===== config.mk =====
export PLATFORM = sky130hd
export DESIGN_NAME = sld_seq
export DESIGN_NICKNAME = d
export VERILOG_FILES = /design/src/sld_pkg.sv /design/src/sld_step_timer.sv /design/src/sld_seq.sv
export SDC_FILE = /design/constraint.sdc
export NUM_CORES = 1
export LEC_CHECK = 0
export BUFFER_PORTS_ARGS = -buffer_cell sky130_fd_sc_hd__clkbuf_2
export CORE_MARGIN = 1
export CORE_UTILIZATION = 40
export DETAILED_ROUTE_END_ITERATION = 8
export GPL_ROUTABILITY_DRIVEN = 0
export HOLD_SLACK_MARGIN = 0.03
export REMOVE_ABC_BUFFERS = 1
export SETUP_SLACK_MARGIN = 0.5
export SLEW_MARGIN = 25
export SYNTH_ARGS = -nofsm -noshare
export SYNTH_HDL_FRONTEND = slang
export SYNTH_SLANG_ARGS = --single-unit

===== constraint.sdc =====
create_clock -name clk_i -period 3.2 [get_ports clk_i]
set_input_delay 0.64 -clock clk_i [delete_from_list [all_inputs] [get_ports clk_i]]
set_output_delay 0.64 -clock clk_i [all_outputs]
set_load 0.01 [all_outputs]

===== src/sld_pkg.sv =====
// Purpose: constants for the squib loop diagnostic sequencer
// Assumes: classic wishbone, 32-bit data, 50 MHz clock
// Notes:   register offsets are word indices; byte address is four times the index
//
// What this block does
// - loop monitor check tests one side only
// - request bit 15 selects high-level mode
// - test field 010 leakage, 011 short between
// - channel field 0000 to 0011 selects channels
// - request bit 4 picks feed or return
// - status 19 mode, status 18 running
// - status 16 reports preliminary step fault
// - status 15 driver on, zero for leakage; the code keeps it at zero for every test
// - flags: between 7, ground 6, battery 5
// - status echoes test, channel and side
// - config bit 10 selects long step timing
// - timing bit writable only in startup state
// - config bit 0 disables startup timeout
// - status word carries 20 bits
package sld_pkg;
   localparam logic [7:0] SLD_IDX_SYSCFG = 8'h01;
   localparam logic [7:0] SLD_IDX_STATUS = 8'h37;
   localparam logic [7:0] SLD_IDX_REQ    = 8'h38;
   localparam logic [7:0] SLD_IDX_CTRL   = 8'h40;

   localparam int SLD_REQ_HL      = 15;
   localparam int SLD_REQ_SIDE    = 4;
   localparam int SLD_CFG_TIME    = 10;
   localparam int SLD_CFG_TOVR    = 0;
   localparam int SLD_ST_HL       = 19;
   localparam int SLD_ST_RUN      = 18;
   localparam int SLD_ST_PRE      = 16;
   localparam int SLD_ST_FET      = 15;
   localparam int SLD_ST_SBL      = 7;
   localparam int SLD_ST_STG      = 6;
   localparam int SLD_ST_STB      = 5;

   localparam logic [2:0] SLD_TST_NONE = 3'h0;
   localparam logic [2:0] SLD_TST_VMON = 3'h1;
   localparam logic [2:0] SLD_TST_LEAK = 3'h2;
   localparam logic [2:0] SLD_TST_SBL  = 3'h3;
   localparam logic [3:0] SLD_CH_MAX   = 4'h3;

   localparam int CLK_HZ          = 50_000_000;
   localparam int STARTUP_MS      = 500;
   localparam int STARTUP_CYC     = STARTUP_MS * (CLK_HZ / 1000);
   localparam int STEP_SHORT_US   = 100;
   localparam int STEP_LONG_US    = 400;
   localparam int STEP_SHORT_CYC  = STEP_SHORT_US * (CLK_HZ / 1_000_000);
   localparam int STEP_LONG_CYC   = STEP_LONG_US * (CLK_HZ / 1_000_000);
   localparam int SLD_STEP_W      = 16;
   localparam int SLD_START_W     = 25;
   localparam logic [19:0] SLD_STATUS_RST = 20'h00000;
endpackage


===== src/sld_step_timer.sv =====
// Purpose: step timer for the diagnostic sequence
// Assumes: start is a one-cycle pulse
// Notes:   done pulses once when the loaded count expires
`timescale 1ns/1ps
`default_nettype none
module sld_step_timer
   import sld_pkg::*;
(
   // clock and reset
   input  wire logic                  clk_i,
   input  wire logic                  rst_i,
   // control
   input  wire logic                  start_i,
   input  wire logic                  long_i,
   output logic                       done_o
);
   logic [SLD_STEP_W-1:0] cnt_ff;
   logic                  busy_ff;

   always_ff @(posedge clk_i) begin
      if (rst_i) begin
         cnt_ff  <= '0;
         busy_ff <= 1'b0;
         done_o  <= 1'b0;
      end else begin
         done_o <= 1'b0;
         if (start_i) begin
            // step duration chosen from the timing bit
            cnt_ff  <= long_i ? SLD_STEP_W'(STEP_LONG_CYC - 1) : SLD_STEP_W'(STEP_SHORT_CYC - 1);
            busy_ff <= 1'b1;
         end else if (busy_ff) begin
            if (cnt_ff == '0) begin
               busy_ff <= 1'b0;
               done_o  <= 1'b1;
            end else begin
               cnt_ff <= cnt_ff - 1'b1;
            end
         end
      end
   end
endmodule
`default_nettype wire


===== src/sld_seq.sv =====
// Purpose: register bank and sequencer for high-level squib loop diagnostics
// Assumes: classic wishbone slave, one clock, synchronous reset
// Notes:   analog results arrive as sampled fault inputs at the end of each step
//
// Register access over Wishbone was decided locally.
`timescale 1ns/1ps
`default_nettype none
module sld_seq
   import sld_pkg::*;
#(
   parameter int STARTUP_CYCLES = STARTUP_CYC
)(
   // clock and reset
   input  wire logic        clk_i,
   input  wire logic        rst_i,
   // wishbone slave
   input  wire logic        cyc_i,
   input  wire logic        stb_i,
   input  wire logic        we_i,
   input  wire logic [9:0]  adr_i,
   input  wire logic [3:0]  sel_i,
   input  wire logic [31:0] dat_i,
   output logic [31:0]      dat_o,
   output logic             ack_o,
   // analog comparator results, valid at step end
   input  wire logic        pre_fault_i,
   input  wire logic        stg_det_i,
   input  wire logic        stb_det_i,
   input  wire logic        sbl_det_i,
   // analog path control
   output logic             meas_en_o,
   output logic             feed_sel_o,
   output logic [1:0]       chan_sel_o,
   output logic             in_startup_o,
   output logic             startup_expired_o
);
   typedef enum logic [1:0] {
      SLD_IDLE = 2'b00,
      SLD_PRE  = 2'b01,
      SLD_TEST = 2'b10
   } sld_state_e;

   sld_state_e        state_ff;
   logic [15:0]       cfg_ff;
   logic [19:0]       status_ff;
   logic [SLD_START_W-1:0] start_cnt_ff;
   logic              startup_ff;
   logic              step_start_ff;
   logic              step_done;
   logic              bus_req;
   logic              wr_ok;
   logic [7:0]        idx;
   logic              hl_req;
   logic [2:0]        req_test;
   logic              req_valid;

   function automatic logic test_known(input logic [2:0] t);
      return (t == SLD_TST_VMON) || (t == SLD_TST_LEAK) || (t == SLD_TST_SBL);
   endfunction

   function automatic logic needs_pre(input logic [2:0] t);
      return t == SLD_TST_LEAK;
   endfunction

   assign bus_req   = cyc_i & stb_i & ~ack_o;
   assign idx       = adr_i[9:2];
   assign wr_ok     = bus_req & we_i & sel_i[0] & sel_i[1];
   assign hl_req    = dat_i[SLD_REQ_HL];
   assign req_test  = dat_i[7:5];
   // channel field upper values are not mapped to a loop
   assign req_valid = hl_req & test_known(req_test) & (dat_i[3:0] <= SLD_CH_MAX);

   sld_step_timer u_timer (
      .clk_i   (clk_i),
      .rst_i   (rst_i),
      .start_i (step_start_ff),
      .long_i  (cfg_ff[SLD_CFG_TIME]),
      .done_o  (step_done)
   );

   // bus answer: ack one cycle after the request, dropped the next cycle
   always_ff @(posedge clk_i) begin
      if (rst_i) begin
         ack_o <= 1'b0;
         dat_o <= 32'h00000000;
      end else begin
         ack_o <= bus_req;
         dat_o <= 32'h00000000;
         if (bus_req && !we_i && idx == SLD_IDX_STATUS) begin
            dat_o <= {12'h000, status_ff};
         end else if (bus_req && !we_i && idx == SLD_IDX_CTRL) begin
            dat_o <= {30'h00000000, startup_expired_o, startup_ff};
         end
      end
   end

   // startup window; host must configure timing before it closes
   always_ff @(posedge clk_i) begin
      if (rst_i) begin
         start_cnt_ff      <= '0;
         startup_ff        <= 1'b1;
         startup_expired_o <= 1'b0;
      end else if (startup_ff) begin
         if (cfg_ff[SLD_CFG_TOVR]) begin
            start_cnt_ff <= start_cnt_ff;
         end else if (start_cnt_ff == SLD_START_W'(STARTUP_CYCLES - 1)) begin
            startup_ff        <= 1'b0;
            startup_expired_o <= 1'b1;
         end else begin
            start_cnt_ff <= start_cnt_ff + 1'b1;
         end
         // leaving startup by software write to the control word
         if (wr_ok && idx == SLD_IDX_CTRL && dat_i[0]) begin
            startup_ff <= 1'b0;
         end
      end
   end

   always_ff @(posedge clk_i) begin
      in_startup_o <= rst_i ? 1'b1 : startup_ff;
   end

   // configuration; timing bit frozen outside startup
   always_ff @(posedge clk_i) begin
      if (rst_i) begin
         cfg_ff <= 16'h0000;
      end else if (wr_ok && idx == SLD_IDX_SYSCFG) begin
         if (startup_ff) begin
            cfg_ff <= dat_i[15:0];
         end else begin
            cfg_ff <= {dat_i[15:11], cfg_ff[SLD_CFG_TIME], dat_i[9:0]};
         end
      end
   end

   // sequencer
   always_ff @(posedge clk_i) begin
      if (rst_i) begin
         state_ff      <= SLD_IDLE;
         status_ff     <= SLD_STATUS_RST;
         step_start_ff <= 1'b0;
         meas_en_o     <= 1'b0;
         feed_sel_o    <= 1'b0;
         chan_sel_o    <= 2'b00;
      end else begin
         step_start_ff <= 1'b0;
         case (state_ff)
            SLD_IDLE: begin
               if (wr_ok && idx == SLD_IDX_REQ) begin
                  // a new request clears earlier results
                  status_ff <= SLD_STATUS_RST;
                  status_ff[SLD_ST_HL] <= hl_req;
                  status_ff[11:8] <= {1'b0, req_test};
                  status_ff[4] <= dat_i[SLD_REQ_SIDE];
                  status_ff[3:0] <= dat_i[3:0];
                  if (req_valid) begin
                     status_ff[SLD_ST_RUN] <= 1'b1;
                     // one side per run only
                     feed_sel_o    <= dat_i[SLD_REQ_SIDE];
                     chan_sel_o    <= dat_i[1:0];
                     meas_en_o     <= 1'b1;
                     step_start_ff <= 1'b1;
                     state_ff <= needs_pre(req_test) ? SLD_PRE : SLD_TEST;
                  end
               end
            end
            SLD_PRE: begin
               if (step_done) begin
                  if (pre_fault_i) begin
                     status_ff[SLD_ST_PRE] <= 1'b1;
                     status_ff[SLD_ST_RUN] <= 1'b0;
                     meas_en_o <= 1'b0;
                     state_ff  <= SLD_IDLE;
                  end else begin
                     step_start_ff <= 1'b1;
                     state_ff      <= SLD_TEST;
                  end
               end
            end
            SLD_TEST: begin
               if (step_done) begin
                  // no driver is switched on for these tests
                  status_ff[SLD_ST_FET] <= 1'b0;
                  if (status_ff[10:8] == SLD_TST_SBL) begin
                     status_ff[SLD_ST_SBL] <= sbl_det_i;
                  end else if (status_ff[10:8] == SLD_TST_VMON && !status_ff[4]) begin
                     // low-side check forces ground flag on a healthy path
                     status_ff[SLD_ST_STG] <= ~pre_fault_i;
                     status_ff[SLD_ST_STB] <= 1'b0;
                  end else begin
                     status_ff[SLD_ST_STG] <= stg_det_i;
                     status_ff[SLD_ST_STB] <= stb_det_i;
                  end
                  status_ff[SLD_ST_RUN] <= 1'b0;
                  meas_en_o <= 1'b0;
                  state_ff  <= SLD_IDLE;
               end
            end
            default: begin
               state_ff <= SLD_IDLE;
            end
         endcase
      end
   end
endmodule
`default_nettype wire


Yosys cells after proc, flatten, opt, wreduce, memory -nomap -nowiden
Index checks and enable logic that the tools add are counted.

operators by class
  eq/ne operators = 20
  add/sub/neg operators = 2
  reductions and logical operators = 33
  mux-type cells = 43
  $mul = 0
  shift-type cells = 0
  bitwise logic cells = 12
  order comparisons = 1
  divide/modulo/power cells = 0

operators by type and width
  kind                                                                  count
  16-bit 2-to-1 mux                                                     3
  25-bit by 1-bit adder with 25-bit output, second input constant       1
  25-bit == test, second input constant                                 1
  1-bit 2-to-1 mux                                                      20
  20-bit 2-to-1 mux                                                     1
  19-bit 2-to-1 mux                                                     1
  2-bit 2-to-1 mux                                                      9
  8-bit by 6-bit == test with 1-bit output, second input constant       2
  16-bit zero test                                                      1
  4-bit AND reduction                                                   4
  16-bit by 1-bit subtractor with 16-bit output, second input constant  1
  15-bit 2-to-1 mux                                                     1
  2-bit inequality test, second input constant                          6
  3-bit AND reduction                                                   4
  3-bit by 2-bit == test with 1-bit output, second input constant       3
  8-bit by 1-bit == test with 1-bit output, second input constant       1
  8-bit by 7-bit == test with 1-bit output, second input constant       1
  1-bit logical AND                                                     8
  1-bit bitwise AND                                                     7
  3-bit by 1-bit == test with 1-bit output, second input constant       2
  1-bit one-hot mux with 2 select lines                                 3
  1-bit one-hot mux with 3 select lines                                 2
  2-bit one-hot mux with 3 select lines                                 1
  3-bit one-hot mux with 2 select lines                                 1
  other kinds (16)                                                      27

word-level totals
  flip-flop bits (word level) = 103
  RAM bits = 0
  bits in latches = 0
  output and inout port bits = 39
  bits in read-only memories = 0
  memories = 0
  word-level logic and storage cells = 135
  input bits = 55

Logic depth before layout (Yosys ltp)
  word-level depth = 9
  mapped depth = 8
  depth with buffers taken out = 7

Modules after synthesis
From an unflattened synthesis, not the netlist that was laid out.

second synthesis, totals
  cell total of the unflattened synthesis = 474
  area total of the unflattened synthesis = 4105.2 sq um

by module, submodules not included
  module          seq. area each (sq um)  cells an instance  times used  area an instance (sq um)
  sld_seq         1321.3                  362                1           3098.0
  sld_step_timer  360.3                   112                1           1007.2

Least setup slack after synthesis
OpenSTA, ideal clock, no wires.

  path type = in2reg
  start point = in adr_i[3]
  end point = reg meas_en_o
  arrival = 2198 ps
  path slack = 930 ps
  buffers on the path = 0
  stages on the path = 5
  path through = or4b_4 > o41a_1 > or3_4 > a21oi_2 > mux2i_1

between the ends
  cells in the longest elaborated chain, start to end = 4

RTL lines
  what                                      RTL line        text
  start, declared                           sld_seq.sv:20   input wire logic [9:0] adr_i,
  8-bit by 6-bit == test with 1-bit output  sld_seq.sv:149  if (wr_ok && idx == SLD_IDX_REQ) begin
  1-bit logical AND                         sld_seq.sv:149
  2-bit inequality test (no source line)    n/a
  6-bit AND reduction (no source line)      n/a
  end signal, assigned                      sld_seq.sv:142  meas_en_o <= 1'b0;
  end signal, assigned                      sld_seq.sv:161  meas_en_o <= 1'b1;
  end signal, assigned                      sld_seq.sv:172  meas_en_o <= 1'b0;
  end, declared                             sld_seq.sv:31   output logic meas_en_o,

Every way passes these cells.
A chain may end at the register's enable or synchronous reset.

Final worst setup path
  start point = reg u_timer.cnt_ff[11]
  end point = reg u_timer.cnt_ff[1]

between the ends
  cells in the longest elaborated chain, start to end = 3

RTL lines
  what                                    RTL line              text
  start, declared                         sld_step_timer.sv:17  logic [SLD_STEP_W-1:0] cnt_ff;
  start signal, assigned                  sld_step_timer.sv:29  cnt_ff <= long_i ? SLD_STEP_W'(STEP_LONG_CYC - 1) : SLD_STEP_W'(STEP_SHORT_CYC - 1);
  start signal, assigned                  sld_step_timer.sv:36  cnt_ff <= cnt_ff - 1'b1;
  16-bit zero test                        sld_step_timer.sv:32  if (cnt_ff == '0) begin
  2-bit inequality test (no source line)  n/a
  2-bit AND reduction (no source line)    n/a

Every way passes these cells.

==> reports/metrics.csv <==
metric;value;unit
synth_seq_area_share;42.6;%
grt_max_degree;51;
layout.nets;551;
dieArea;0.0103;sq mm
fp.dieH;101;um
worst_ir_drop_vdd;0.301;mV
final.setup.tns;0;ns
max_freq;449;MHz
drtAntennaViolNets;0;
min_path_type;flip-flop to flip-flop;
drc;0;
rsz0062_at_grt;false;
ys_warn_count;0;
grt_pass1_wl;14.4;mm
yosys.area.top_type;dfxtp_1;
synthArstFlopShare;0;%
port_buffers;49;
synth_top_area_share;42.6;%
first_global_vias;2993;
arrival;2.53;ns
drv_cap;0;
post_cts_buffers;0;
cts_tree;done;
diodes;0;
clk_pin_slew;0.09;ns
syn2layout_area_growth;13.0;%
cts_hold_buf;0;
ioPinCount;94;
synth_area_leaders;dfxtp_1, xnor2_1, nor2_1, buf_4, a21oi_1;
placed_area;0.00424;sq mm
fin_area;0.00446;sq mm
finalCritPeriodShare;69.6;%
numCtsBuffers;9;
grt_overflow;0;
p_per_area;430;mW/mm^2
p_leak;1.63;nW
dr.first_iter.drc_count;110;
grt_usage;17.9;%
fin_skew;0.0124;ns
fillerInstances;924;
finalMaxSlewViolations;0;
antenna_found_initial;0;
ctsResizeCount;0;
drt-pass1-iter-count;4;
finalHoldViolCount;0;
cp.required;3.50;ns
synth.distinct_cells;62;
clock_latency;0.36;ns
viasPerCell;5.17;
slew_headroom;42.1;%
synth.avg_cell_area;8.90;sq um
setup_violations;0;
wirelength;8.55;mm
outcome;finished clean;
start_util;41.9;%
critPathKind;flip-flop to flip-flop;
die_w;101;um
worst_slew_pin_slew;0.862;ns
rrSetupSlack;0.97;ns
hpwl;6.05;mm
postSynthCellCount;443;
cp_max_fo;10;
placement_rows;35;
final.min_clock_period;2.23;ns
netlist_area;0.00394;sq mm
root_buffer;clkbuf_8;
startpoint_type;flip-flop;
worstSetupEndpointType;flip-flop;
ys_ff_latch;84;
core-area;0.00942;sq mm
wl_per_cell;13.7;um
cts.sinks;84;
vias;3219;
ctsHtreeMaxLevel;3;
clockBufferDepth;2;
layout-drive-gt1-share;16.6;%
synth-main-ff-cell;dfxtp_1;
synth_edf_count;0;
## layout by cell type (no fill, tap or decap), types with 4 or more instances in the layout
master,n
a21boi_1,6
nor3_1,14
o31ai_1,4
nor2_1,40
buf_4,5
nor3b_1,5
ha_1,7
nand3_1,22
inv_1,15
nor4b_1,4
o21ai_0,8
a21oi_1,28
nand2_1,28
mux2i_1,6
nand4_1,12
clkbuf_2,49
dfxtp_1,84
xnor2_1,18
conb_1,18
xor2_1,12
clkbuf_8,11
or3_1,7
nand4b_1,4
and2_1,12
nor4_1,13
## critical path, stage by stage (launching register included)
cell     delay (ns)
dfxtp_1        0.37
or4_4          0.55
or3b_1         0.55
o21ai_4        0.23
mux2_1         0.34
a21oi_1        0.13
## cell usage after synthesis, drive strengths merged, types with 7 or more instances
cell and count:
xor2 12, o21ai 10, or3 8, nand4 12, xnor2 18, ha 7
dfxtp 84, and2 12, a21oi 29, nand2 28, nand3 22, clkbuf 15
inv 15, nor4 15, nor3 15, nor2 40, buf 21
## layout make-up
type	count	area, sq um	share of cell area, %
inverters	15	56.3	1.26
multi-input cells	325	2060	46.3
repair buffers	54	283	6.35
clock buffers	11	151	3.40
flip-flops and latches	84	1680	37.7
well taps	129	161	3.62
clock inverters	5	60.1	1.35
## sequential cells by signal, indices dropped and copies added (netlist names)
name / count
status_ff: 14
startup_expired_o: 1
u_timer.done_o: 1
cfg_ff: 2
step_start_ff: 1
u_timer.cnt_ff: 16
u_timer.busy_ff: 1
ack_o: 1
meas_en_o: 1
feed_sel_o: 1
state_ff: 2
startup_ff: 1
in_startup_o: 1
start_cnt_ff: 25
chan_sel_o: 2
dat_o: 14
## where the power goes
group	internal, mW	switching (mW)
clock	0.404	0.385
sequential	1.05	0.00420
combinational	0.0249	0.0475
total	1.48	0.437
## worst paths after layout
| check | from | endpoint | cells after the start |
|---|---|---|---|
| worst max register to register | u_timer.cnt_ff[11]$_SDFFE_PP0P_ | u_timer.cnt_ff[1]$_SDFFE_PP0P_ | 5 |
| worst min register to register | status_ff[7]$_SDFFE_PP0P_ | dat_o[7]$_SDFF_PP0_ | 1 |
| worst max-delay path | u_timer.cnt_ff[11]$_SDFFE_PP0P_ | u_timer.cnt_ff[1]$_SDFFE_PP0P_ | 5 |
| worst min-delay path | status_ff[7]$_SDFFE_PP0P_ | dat_o[7]$_SDFF_PP0_ | 1 |
## metal layers
metal  part of all wire [%]  up-vias  global-route usage (%)
li1                       -     1637                       -
met1                     51     1508                    24.9
met2                     44       68                    27.3
met3                    4.1        6                    4.55
met4                   0.65        0                    5.35
met5                      0        -                       0
## logic make-up after synthesis
kind of cell | Yosys count | share of synthesized area [%]
simple gates | 192 | 28.0
buf+inv | 51 | 6.69
compound gates | 71 | 11.8
fa+ha+maj | 7 | 2.22
other cells | 1 | 0.0951
xor+xnor | 30 | 6.66
flops | 84 | 42.6
mux | 7 | 1.81
## metrics by stage
step	utilization [%]	power [mW]	worst slack, ns	cells	hold WS [ns]
floorplan	-	1.11	0.660	424	0.423
global placement	45.1	1.15	0.702	607	0.436
detailed placement	45.1	1.15	0.697	607	0.440
CTS	47.3	1.94	0.968	623	0.457
global route	47.3	1.99	0.753	623	0.464
finish	47.3	1.91	0.971	623	0.454
Power figures use the tool's default switching activity.
